`src/core/psm_map.svh`:
```
// constants of the power saving mode controller
// assumes inclusion by bare name from the design file only
`ifndef PSM_MAP_SVH
`define PSM_MAP_SVH

// master clock rate and cycle counts
`define PSM_CLK_HZ          20000000
`define PSM_STARTUP_SHORT   13'h0100
`define PSM_STARTUP_LONG    13'h1000
`define PSM_STARTUP_W       13

// slow divider: field value n divides by 2^(n+1)
`define PSM_DIV_W           4
`define PSM_DIV_ONE         4'h1

// interrupt mask forced on wait and halt entry
`define PSM_MASK_ENABLE_ALL 2'b10

// auto-wake timing, in rc oscillator periods
`define PSM_AWU_FIXED_DIV   6'h3f
`define PSM_RC_START_TICKS  4'h8
`define PSM_PRESCALER_NONE  8'h00
`define PSM_PRESCALER_ONE   8'h01

`endif

```
`src/core/psm_pkg.sv`:
```
// types of the power saving mode controller
// uses nothing from psm_map.svh
package psm_pkg;

    typedef enum logic [2:0] {
        PSM_RUN,
        PSM_WAIT,
        PSM_HALT,
        PSM_ACT_HALT,
        PSM_AWU_HALT,
        PSM_STARTUP
    } psm_state_type;

    // clock gating outputs towards cpu, peripherals and oscillators
    typedef struct packed {
        logic cpu_clk_en;
        logic periph_clk_en;
        logic osc_enable;
        logic timebase_run;
        logic rc_osc_enable;
    } psm_clk_ctrl_type;

    // software visible auto-wake status
    typedef struct packed {
        logic auto_wake_flag;
        logic auto_wake_irq;
    } psm_awu_stat_type;

endpackage

```
`src/core/psm_power_ctrl.sv`:
```
// power saving mode controller: slow, wait, halt, active halt, auto-wake halt
// assumes single-cycle instruction strobes and interrupt levels from logic on clk;
// the rc oscillator output arrives from its own clock and is synchronised here
//
// Overview of operation
// - slow select bit plus two-bit divider field
// - slow clocks cpu and peripherals divided
// - wait during slow keeps divided clock
// - wait stops cpu, peripherals keep running
// - wait entry forces interrupt mask to 10
// - wait ends on interrupt or reset
// - halt with both enables clear: plain halt
// - halt with timebase enable: active halt
// - halt with only auto-wake enable: auto-wake halt
// - halt exit restarts oscillator, 256/4096 delay
// - halt entry forces mask; pending interrupt wakes
// - plain halt stops oscillator and processing
// - watchdog option decides reset on halt
// - active halt keeps oscillator and timebase only
// - active halt reset exit delayed, interrupt not
// - active halt never causes watchdog reset
// - active halt exits on timebase, interrupt, reset
// - auto-wake starts rc, fixed plus prescaler divide
// - elapsed delay sets flag, interrupt, restarts oscillator
// - status read clears flag and interrupt
// - measure bit routes rc to capture one
// - auto-wake halt exits on interrupt or reset
// - delay is 8 start-up plus 64 times prescaler rc periods
// - prescaler used directly; zero is forbidden, the code wakes at once on zero
`timescale 1ns/1ps
`include "psm_map.svh"

module psm_power_ctrl (
    input  wire logic                      clk,
    input  wire logic                      rst,
    input  wire logic                      slow_select_bit,
    input  wire logic [1:0]                slow_divider_field,
    input  wire logic                      wait_for_interrupt_instr,
    input  wire logic                      halt_instr,
    input  wire logic                      timebase_interrupt_enable,
    input  wire logic                      auto_wake_enable,
    input  wire logic                      auto_wake_measure,
    input  wire logic [7:0]                auto_wake_prescaler,
    input  wire logic                      watchdog_enabled,
    input  wire logic                      watchdog_halt_option,
    input  wire logic                      long_startup_option,
    input  wire logic                      irq_pending,
    input  wire logic                      halt_wake_irq,
    input  wire logic                      timebase_irq,
    input  wire logic                      status_read,
    input  wire logic                      rc_osc_clk,
    output psm_pkg::psm_clk_ctrl_type      clk_ctrl,
    output psm_pkg::psm_awu_stat_type      awu_stat,
    output logic                           mask_force,
    output logic [1:0]                     mask_value,
    output logic                           watchdog_reset_req,
    output logic                           slow_wait_active,
    output logic                           timer_capture_input_one,
    output psm_pkg::psm_state_type         power_state
);

    psm_pkg::psm_state_type      state_q;
    psm_pkg::psm_state_type      state_d;
    logic [`PSM_DIV_W-1:0]       div_cnt_q;
    logic [`PSM_DIV_W-1:0]       div_lim;
    logic [1:0]                  div_sel_q;
    logic                        slow_q;
    logic                        tick_q;
    logic                        div_wrap;
    logic [`PSM_STARTUP_W-1:0]   start_cnt_q;
    logic [`PSM_STARTUP_W-1:0]   start_lim;
    logic                        rc_s1_q;
    logic                        rc_s2_q;
    logic                        rc_s3_q;
    logic                        rc_rise;
    logic                        rc_run;
    logic                        fixed_wrap;
    logic [3:0]                  rc_start_q;
    logic [5:0]                  fixed_cnt_q;
    logic [7:0]                  pre_cnt_q;
    logic                        awu_elapse;
    logic                        flag_q;
    logic                        mask_force_q;
    logic                        wdg_rst_q;
    logic                        cap_q;
    logic                        halt_ok;

    // ************************************************************
    // slow clock divider
    // ************************************************************

    // selection only changes at a divided-clock boundary
    always_comb begin
        div_lim = `PSM_DIV_ONE;
        if (slow_q) begin
            // three-bit shift amount so code 3 reaches divide-by-16
            div_lim = `PSM_DIV_W'((`PSM_DIV_ONE << ({1'b0, div_sel_q} + 3'h1))
                                  - `PSM_DIV_ONE);
        end
    end

    assign div_wrap = (div_cnt_q >= div_lim) || !slow_q;

    always_ff @(posedge clk or posedge rst) begin
        if (rst) begin
            div_cnt_q <= '0;
        end else if (div_wrap) begin
            div_cnt_q <= '0;
        end else begin
            div_cnt_q <= div_cnt_q + `PSM_DIV_ONE;
        end
    end

    // one-cycle enable at every divided-clock boundary
    always_ff @(posedge clk or posedge rst) begin
        if (rst) begin
            tick_q <= 1'b0;
        end else begin
            tick_q <= div_wrap;
        end
    end

    // mode and divider taken only at a boundary, so no short cpu period
    always_ff @(posedge clk or posedge rst) begin
        if (rst) begin
            slow_q    <= 1'b0;
            div_sel_q <= 2'h0;
        end else if (div_wrap) begin
            slow_q    <= slow_select_bit;
            div_sel_q <= slow_divider_field;
        end
    end

    // ************************************************************
    // mode sequencing
    // ************************************************************

    // active halt never triggers the watchdog; others follow the option
    assign halt_ok = timebase_interrupt_enable || !watchdog_enabled || watchdog_halt_option;

    always_comb begin
        state_d = state_q;
        unique case (state_q)
            psm_pkg::PSM_RUN: begin
                // wait is taken before halt when both strobes arrive together
                if (wait_for_interrupt_instr) begin
                    state_d = psm_pkg::PSM_WAIT;
                end else if (halt_instr && halt_ok) begin
                    if (timebase_interrupt_enable) begin
                        state_d = psm_pkg::PSM_ACT_HALT;
                    end else if (auto_wake_enable) begin
                        state_d = psm_pkg::PSM_AWU_HALT;
                    end else begin
                        state_d = psm_pkg::PSM_HALT;
                    end
                end
            end
            psm_pkg::PSM_WAIT: begin
                if (irq_pending) begin
                    state_d = psm_pkg::PSM_RUN;
                end
            end
            psm_pkg::PSM_HALT: begin
                if (halt_wake_irq) begin
                    state_d = psm_pkg::PSM_STARTUP;
                end
            end
            psm_pkg::PSM_ACT_HALT: begin
                // interrupt exits skip the start-up delay
                if (timebase_irq || halt_wake_irq) begin
                    state_d = psm_pkg::PSM_RUN;
                end
            end
            psm_pkg::PSM_AWU_HALT: begin
                if (awu_elapse || halt_wake_irq) begin
                    state_d = psm_pkg::PSM_STARTUP;
                end
            end
            psm_pkg::PSM_STARTUP: begin
                if (start_cnt_q >= start_lim) begin
                    state_d = psm_pkg::PSM_RUN;
                end
            end
        endcase
    end

    // reset lands in startup so every reset exit waits for the oscillator
    always_ff @(posedge clk or posedge rst) begin
        if (rst) begin
            state_q <= psm_pkg::PSM_STARTUP;
        end else begin
            state_q <= state_d;
        end
    end

    // ************************************************************
    // oscillator start-up delay
    // ************************************************************

    assign start_lim = long_startup_option ? `PSM_STARTUP_LONG : `PSM_STARTUP_SHORT;

    // reset loads the same count as a wake-up, so both wait equally long
    always_ff @(posedge clk or posedge rst) begin
        if (rst) begin
            start_cnt_q <= `PSM_STARTUP_W'(1);
        end else if (state_q == psm_pkg::PSM_STARTUP) begin
            start_cnt_q <= start_cnt_q + `PSM_STARTUP_W'(1);
        end else begin
            start_cnt_q <= `PSM_STARTUP_W'(1);
        end
    end

    // ************************************************************
    // interrupt mask forcing and watchdog
    // ************************************************************

    // pulses in the first cycle of wait or of any halt
    always_ff @(posedge clk or posedge rst) begin
        if (rst) begin
            mask_force_q <= 1'b0;
        end else begin
            mask_force_q <= (state_q == psm_pkg::PSM_RUN) && (state_d != psm_pkg::PSM_RUN);
        end
    end

    // a refused halt leaves the mode alone and asks for a reset
    always_ff @(posedge clk or posedge rst) begin
        if (rst) begin
            wdg_rst_q <= 1'b0;
        end else begin
            wdg_rst_q <= (state_q == psm_pkg::PSM_RUN) && !wait_for_interrupt_instr
                         && halt_instr && !halt_ok;
        end
    end

    // ************************************************************
    // rc oscillator and auto-wake delay
    // ************************************************************

    always_ff @(posedge clk or posedge rst) begin
        if (rst) begin
            rc_s1_q <= 1'b0;
            rc_s2_q <= 1'b0;
        end else begin
            rc_s1_q <= rc_osc_clk;
            rc_s2_q <= rc_s1_q;
        end
    end

    // previous synchronised level, for edge detection only
    always_ff @(posedge clk or posedge rst) begin
        if (rst) begin
            rc_s3_q <= 1'b0;
        end else begin
            rc_s3_q <= rc_s2_q;
        end
    end

    assign rc_rise = rc_s2_q && !rc_s3_q;

    // start-up ticks, then 64 per prescaler step; zero prescaler wakes at once
    assign rc_run     = rc_rise && (rc_start_q == `PSM_RC_START_TICKS);
    assign fixed_wrap = rc_run && (fixed_cnt_q == `PSM_AWU_FIXED_DIV);
    assign awu_elapse = (state_q == psm_pkg::PSM_AWU_HALT)
                        && ((auto_wake_prescaler == `PSM_PRESCALER_NONE)
                            || (fixed_wrap && pre_cnt_q == auto_wake_prescaler));

    // rc start-up ticks before the divider chain counts
    always_ff @(posedge clk or posedge rst) begin
        if (rst) begin
            rc_start_q <= 4'h0;
        end else if (state_q != psm_pkg::PSM_AWU_HALT) begin
            rc_start_q <= 4'h0;
        end else if (rc_rise && rc_start_q != `PSM_RC_START_TICKS) begin
            rc_start_q <= rc_start_q + 4'h1;
        end
    end

    // fixed divide by 64 of the rc clock
    always_ff @(posedge clk or posedge rst) begin
        if (rst) begin
            fixed_cnt_q <= 6'h00;
        end else if (state_q != psm_pkg::PSM_AWU_HALT || fixed_wrap) begin
            fixed_cnt_q <= 6'h00;
        end else if (rc_run) begin
            fixed_cnt_q <= fixed_cnt_q + 6'h01;
        end
    end

    // programmable prescaler, stepped once per fixed-divider wrap
    always_ff @(posedge clk or posedge rst) begin
        if (rst) begin
            pre_cnt_q <= `PSM_PRESCALER_ONE;
        end else if (state_q != psm_pkg::PSM_AWU_HALT) begin
            pre_cnt_q <= `PSM_PRESCALER_ONE;
        end else if (fixed_wrap) begin
            pre_cnt_q <= pre_cnt_q + `PSM_PRESCALER_ONE;
        end
    end

    // set wins over a clearing read in the same cycle
    always_ff @(posedge clk or posedge rst) begin
        if (rst) begin
            flag_q <= 1'b0;
        end else if (awu_elapse) begin
            flag_q <= 1'b1;
        end else if (status_read) begin
            flag_q <= 1'b0;
        end
    end

    always_ff @(posedge clk or posedge rst) begin
        if (rst) begin
            cap_q <= 1'b0;
        end else begin
            cap_q <= auto_wake_measure && (state_q == psm_pkg::PSM_RUN) && rc_s2_q;
        end
    end

    // ************************************************************
    // outputs
    // ************************************************************

    always_comb begin
        clk_ctrl.cpu_clk_en    = tick_q && (state_q == psm_pkg::PSM_RUN);
        clk_ctrl.periph_clk_en = tick_q && ((state_q == psm_pkg::PSM_RUN)
                                 || (state_q == psm_pkg::PSM_WAIT));
        clk_ctrl.osc_enable    = (state_q != psm_pkg::PSM_HALT)
                                 && (state_q != psm_pkg::PSM_AWU_HALT);
        clk_ctrl.timebase_run  = (state_q != psm_pkg::PSM_HALT)
                                 && (state_q != psm_pkg::PSM_AWU_HALT);
        clk_ctrl.rc_osc_enable = (state_q == psm_pkg::PSM_AWU_HALT)
                                 || (auto_wake_measure && state_q == psm_pkg::PSM_RUN);
    end

    assign awu_stat.auto_wake_flag = flag_q;
    assign awu_stat.auto_wake_irq  = flag_q;
    assign mask_force              = mask_force_q;
    assign mask_value              = `PSM_MASK_ENABLE_ALL;
    assign watchdog_reset_req      = wdg_rst_q;
    assign slow_wait_active        = slow_q && (state_q == psm_pkg::PSM_WAIT);
    assign timer_capture_input_one = cap_q;
    assign power_state             = state_q;

endmodule

```
`config.mk`:
```
export PLATFORM = sky130hd
export DESIGN_NAME = psm_power_ctrl
export DESIGN_NICKNAME = d
export VERILOG_FILES = /design/src/core/psm_pkg.sv /design/src/core/psm_power_ctrl.sv
export VERILOG_INCLUDE_DIRS = /design/src /design/src/core
export SDC_FILE = /design/constraint.sdc
export NUM_CORES = 1
export LEC_CHECK = 0
export BUFFER_PORTS_ARGS = -buffer_cell sky130_fd_sc_hd__buf_2
export CAP_MARGIN = 15
export CORE_MARGIN = 2
export CORE_UTILIZATION = 35
export CTS_BUF_LIST = sky130_fd_sc_hd__clkbuf_4 sky130_fd_sc_hd__clkbuf_8 sky130_fd_sc_hd__clkbuf_16
export CTS_CLUSTER_DIAMETER = 30
export DETAILED_ROUTE_END_ITERATION = 7
export GPL_TIMING_DRIVEN = 0
export PLACE_DENSITY = 0.62
export SLEW_MARGIN = 10
export SYNTH_ARGS = -nofsm -noshare
export SYNTH_HDL_FRONTEND = slang
export SYNTH_SLANG_ARGS = --single-unit
```
`constraint.sdc`:
```
create_clock -name clk -period 2 [get_ports clk]
set_input_delay 0.1 -clock clk [delete_from_list [all_inputs] [get_ports clk]]
set_output_delay 0.1 -clock clk [all_outputs]
set_load 0.02 [all_outputs]
```
=== Yosys cells after proc, flatten, opt, wreduce, memory -nomap -nowiden ===
Index checks and enable logic that the tools add are counted.

* Logic and storage cells: 97
* Register bits after elaboration: 49
* Output and inout port bits: 16
* Input bits: 26

* Magnitude comparators: 2
* Shift operators: 1
* Add/sub/neg operators: 7
* Multiplexer cells: 22
* Reduce and logical (&&, ||, !) cells: 38
* Equal/unequal tests: 11

{| class="wikitable"
|+ Operators with widths
! operator !! count
|-
| 3-bit 2-to-1 mux || 9
|-
| 13-bit 2-to-1 mux || 2
|-
| 3-bit one-hot mux with 6 select lines || 1
|-
| 1-bit logical AND || 17
|-
| 4-bit 2-to-1 mux || 4
|-
| 8-bit 2-to-1 mux || 2
|-
| 13-bit by 1-bit adder with 13-bit output, second input constant || 1
|-
| 13-bit greater-or-equal comparator || 1
|-
| 6-bit 2-to-1 mux || 2
|-
| 1-bit logical OR || 9
|-
| 4-bit by 1-bit adder with 4-bit output, second input constant || 2
|-
| 8-bit by 1-bit adder with 8-bit output, second input constant || 1
|-
| 8-bit equality test || 1
|-
| 8-bit zero test || 1
|-
| 2-bit nonzero test || 4
|-
| 6-bit by 1-bit adder with 6-bit output, second input constant || 1
|-
| 3-bit by 2-bit equality test with 1-bit output, second input constant || 2
|-
| 3-bit equality test, second input constant || 2
|-
| 6-bit equality test, second input constant || 1
|-
| 1-bit zero test || 5
|-
| 4-bit equality test, second input constant || 1
|-
| 4-bit greater-or-equal comparator || 1
|-
| 4-bit inequality test, second input constant || 1
|-
| 1-bit by 3-bit left shift with 4-bit output, first input constant || 1
|-
| 8 further kinds || 9
|}

=== Longest topological paths before layout ===
* Depth after elaboration: 12
* Gate-level depth with buffers: 8
* Mapped depth without buffers: 8

=== Worst setup path before layout ===
OpenSTA, ideal clock, no wires.

* Path type: flip-flop to flip-flop
* From: register div_cnt_q[0]
* To: register div_sel_q[0]
* Data required time: 1.872 ns
* Setup slack: 0.260 ns
* Arrival time: 1.613 ns
* Cell stages (with the launch flop): 9
* Library setup time: 0.128 ns
* Buffers on the path: 0
* Clock period less this slack: 1.740 ns
* Cell sequence: dfrtp_1 -> inv_1 -> ha_1 -> nand2b_1 -> a21oi_1 -> nor2b_1 -> o21ai_1 -> nand3b_1 -> mux2_1

* Longest elaborated chain between the ends: 2

{| class="wikitable"
|+ Ends and longest elaborated chain
! item !! RTL line !! source
|-
| from (decl) || psm_power_ctrl.sv:64 || <nowiki>logic [`PSM_DIV_W-1:0] div_cnt_q;</nowiki>
|-
| from (signal assigned) || psm_power_ctrl.sv:110 || <nowiki>div_cnt_q <= div_cnt_q + `PSM_DIV_ONE;</nowiki>
|-
| 4-bit greater-or-equal comparator || psm_power_ctrl.sv:102 || <nowiki>assign div_wrap = (div_cnt_q >= div_lim) || !slow_q;</nowiki>
|-
| 1-bit logical OR || psm_power_ctrl.sv:102 ||
|-
| net div_wrap || psm_power_ctrl.sv:69 || <nowiki>logic div_wrap;</nowiki>
|-
| to (signal assigned) || psm_power_ctrl.sv:130 || <nowiki>div_sel_q <= slow_divider_field;</nowiki>
|-
| to (decl) || psm_power_ctrl.sv:66 || <nowiki>logic [1:0] div_sel_q;</nowiki>
|}

The timed path passes the listed nets, and every way through them passes these cells.
A chain may end at the register's enable or synchronous reset.

=== Final worst setup path ===
* From: register rc_start_q[0]
* To: register pre_cnt_q[6]

* Longest elaborated chain between the ends: 4

{| class="wikitable"
|+ Ends and longest elaborated chain
! item !! RTL line !! source
|-
| from (decl) || psm_power_ctrl.sv:78 || <nowiki>logic [3:0] rc_start_q;</nowiki>
|-
| from (signal assigned) || psm_power_ctrl.sv:275 || <nowiki>rc_start_q <= rc_start_q + 4'h1;</nowiki>
|-
| 4-bit equality test (no source line) || -- ||
|-
| 1-bit logical AND || psm_power_ctrl.sv:262 || <nowiki>assign rc_run = rc_rise && (rc_start_q == `PSM_RC_START_TICKS);</nowiki>
|-
| 1-bit logical AND || psm_power_ctrl.sv:263 || <nowiki>assign fixed_wrap = rc_run && (fixed_cnt_q == `PSM_AWU_FIXED_DIV);</nowiki>
|-
| 2-bit nonzero test (no source line) || -- ||
|-
| to (signal assigned) || psm_power_ctrl.sv:293 || <nowiki>pre_cnt_q <= `PSM_PRESCALER_ONE;</nowiki>
|-
| to (signal assigned) || psm_power_ctrl.sv:295 || <nowiki>pre_cnt_q <= `PSM_PRESCALER_ONE;</nowiki>
|-
| to (signal assigned) || psm_power_ctrl.sv:297 || <nowiki>pre_cnt_q <= pre_cnt_q + `PSM_PRESCALER_ONE;</nowiki>
|-
| to (decl) || psm_power_ctrl.sv:80 || <nowiki>logic [7:0] pre_cnt_q;</nowiki>
|}

Every way passes these cells.

==> reports/summary.md <==
Dividing the detail-routed via count by the number of cells gives 4.77. Setup repair after global routing could not meet its margin everywhere. The fraction of synthesized cell area in xor and xnor cells works out to 8.91%. The routing usage on met2 was 22.4%.

The number of hold violations in the final report was 0. The overall power of the completed layout is 3.18 mW, and the y dimension of the die is 92.7 µm. Largest family of logic cells by synthesized area: simple AND/OR/NAND/NOR gates.

The maximum number of pins on one net before global-route repair is 29. The category of the most critical setup path was reg2reg. CTS placed an instance of clkbuf_8 at the clock tree root. The first TritonRoute pass finished after 4 iterations.

The antenna diode count is 0. The number of clock buffers inserted by TritonCTS is 5, and the number of design-rule violations left by the first detailed-router iteration is 108. The number of global-route vias before repair was 2,074; the count of input and output buffers was 39. The total of flip-flops plus latches after synthesis was 49. The clock net in this run drives a total of 49 sinks. The synthesized netlist devotes 7.96% of its cell area to compound gates.

In the synthesized netlist the dominant register cell turns out to be dfrtp_1. The post-synthesis sequential area ratio is 44.7%. Dominant cell type by area after synthesis: dfrtp_1. The synthesized design devotes to its leading area cell type 40.9% of total area.

The critical path goes through inv_1 -> ha_1 -> nand3b_4 -> nor2_4 -> nor4b_2 -> nand4_1 -> xor2_1 -> nor2_1. Adding up every negative setup slack in the final design gives 0 ps. The tools report the number of rows created at floorplan as 32. Global routing consumed, on the met3 layer, 2.93% of the routing resources. By count the netlist is led by 45 x dfrtp_1, 29 x nor2_1, 20 x nand2_1.

For this run, the slowest stage of the critical path takes 410 ps. For this run the aggregate overflow at the end of global routing stands at 0. The full die area came out at 0.00859 mm². After technology mapping, the gate count stands at 277. The maximum net fanout on the critical path works out to 6. The latest clock arrival within the worst-skew pair was 310 ps; the growth of design area from synthesis to finish was 19.2%. At the worst endpoint, the arrival time is 2120 ps. In this run the most used layer during global routing was met2.

After legalization and detailed placement, the total HPWL measured 3990 µm. The power per unit of standard cell area came out at 969 mW/mm². Ratio of cells with drive above 1 in the final layout: 25.2%. Summed over all layers, the routed wires come to 5440 µm. In this run the deepest clock path goes through 2 buffers.

The tools report the required time of the critical path as 2250 ps. The logs give 0.00769 mm² for the core area and 42 for the top-level port count. Summing every instance area after synthesis gives 0.00275 mm². After Yosys synthesis, and, or, nand and nor cells account for 26.1% of the synthesized area.

Across the run, the number of max-cap violations was 0. The startpoint kind of the worst setup timing path is a flop. Horizontal die dimension: 92.7 µm. The first global-routing pass estimated 9590 µm of wire. The cell family contributing the most delay on the critical path is simple AND/OR/NAND/NOR gates. Setup violations remaining at the end of the flow were counted as 0. The clock-pin slew reported for the worst setup and hold paths after clock tree synthesis is 100 ps. In the post-synthesis netlist, the biggest area contributors are dfrtp_1 41%, xnor2_1 6.0%, ha_1 5.9%.

For the finished layout, the period the worst path requires is 1870 ps. TritonCTS built the clock tree. The count of yosys warnings during synthesis is 0.

Based on the critical path, the design can be clocked at up to 535 MHz. After detailed routing, the average wire length per cell comes to 12.5 µm. The run finished with clean final reports.

The count of flip-flops with a built-in enable after synthesis works out to 0. The fraction of the cycle the final worst path needs is 93.5%. The buffers plus inverters on the worst setup path came out at 1. Global routing used 13.9% of the available tracks.

For this configuration, the core starts out at a cell density of 35.8%. For the max-slew violation count, the log shows 0. IR analysis of the VDD net gives a maximum drop of 0.740 mV.

Fill cell instance count of the final layout: 774. The distinct cell type count after synthesis was 52; the static leakage was 1.42 nW. Among all cell types in the netlist, the one instantiated most often is dfrtp_1.

Counting flops with an async set or reset pin after synthesis yields a share of 100%. The H-tree was split into 2 levels. The multiplexer share of the synthesized area is 1.55%. On the critical path, the stage with the largest delay is an instance of dfrtp_1. In this run the remaining antenna-violating nets after routing total 0. The critical path capture point type is a flop. Mean area per synthesized cell: 9.93 µm². The initial antenna violation count came out at 0. The via count of the routed design came out at 2,075.

For the final database, setup skew stands at 11.9 ps. Placer congestion estimate: 0.798. Summing the areas of all fa, ha and maj instances in the mapped netlist gives 5.91% of the synthesized area.

The class of the tightest hold or removal check was in2reg. The logs give 18.7% for the met1 usage in global routing and 0 for the final routed DRC violation total. The number of nets in the layout was 371.
==> layout by cell type, fill, tap and decap left out, types with 6 or more instances in the layout <==
master / instances
dfrtp_1: 45
buf_2: 42
nor2_1: 28
nand2_1: 20
xnor2_1: 19
inv_1: 14
ha_1: 13
a21oi_1: 12
xor2_1: 9
o21ai_0: 9
nand3_1: 8
buf_4: 8
nand2b_1: 6
nand4_1: 6
or3_1: 6
==> flip-flops by register name, indices dropped and copies added (netlist names) <==
name / cells
div_cnt_q: 4
tick_q: 1
rc_s2_q: 1
mask_force: 1
power_state: 3
div_sel_q: 2
timer_capture_input_one: 1
watchdog_reset_req: 1
pre_cnt_q: 8
rc_start_q: 4
start_cnt_q: 13
slow_q: 1
fixed_cnt_q: 6
rc_s3_q: 1
rc_s1_q: 1
flag_q: 1
==> final cells by class <==
type	instances	area (µm²)	share of cell area, %
Buffer	11	71.3	2.17
Tap cell	102	128	3.89
Clock buffer	5	68.8	2.10
Clock inverter	3	21.3	0.648
Sequential cell	49	1230	37.5
Timing Repair Buffer	47	280	8.54
Inverter	15	56.3	1.72
Multi-Input combinational cell	203	1420	43.4
==> layer usage <==
metal	wire, µm	vias up
met4	71	0
met1	2590	987
met3	210	8
met2	2570	32
li1	-	1048
met5	0	-
==> report_power, final <==
| part | internal, mW | total, mW | switching [mW] |
|---|---|---|---|
| combinational | 0.551 | 1.33 | 0.774 |
| sequential | 1.14 | 1.25 | 0.105 |
| clock | 0.249 | 0.603 | 0.354 |
==> stage by stage <==
stage	hold slack (ps)	cells	util, %	area (µm²)	worst slack (ps)
after floorplan	131	278	-	2760	260
after global placement	211	419	40.0	3080	28.2
after detailed placement	152	420	40.3	3100	83.3
after CTS	6.66	433	42.1	3240	55.7
after global routing	6.05	435	42.7	3280	-40.4
final	13.3	435	42.7	3280	129
==> worst paths after layout <==
check / startpoint / endpoint / slack, ps / cells past startpoint
worst max-delay path: rc_start_q[0] / pre_cnt_q[6] / 130 / 8
worst min-delay path: slow_divider_field[1] / div_sel_q[1] / 10 / 2
worst max register to register: rc_start_q[0] / pre_cnt_q[6] / 130 / 8
worst min register to register: rc_s1_q / rc_s2_q / 340 / 0
max in group asynchronous: rst / pre_cnt_q[0] / 1060 / 4
min in group asynchronous: rst / start_cnt_q[6] / 360 / 3
==> cells by family (layout without fill, tap and decap cells) <==
kind of cell | count (synthesis) | count (layout)
mux | 4 | 4
flops | 49 | 49
xor+xnor | 28 | 28
fa+ha+maj | 13 | 13
compound gates | 36 | 36
other cells | 2 | 3
buf+inv | 26 | 81
simple gates | 119 | 119
==> repair_timing <==
item,CTS,global route
gates resized for setup,0,6
endpoints found under the setup margin,0,5
setup buffers,0,2
hold buffers,5,0
endpoints found under the hold margin,24,0
No activity file was read; power rests on OpenSTA's default activity.
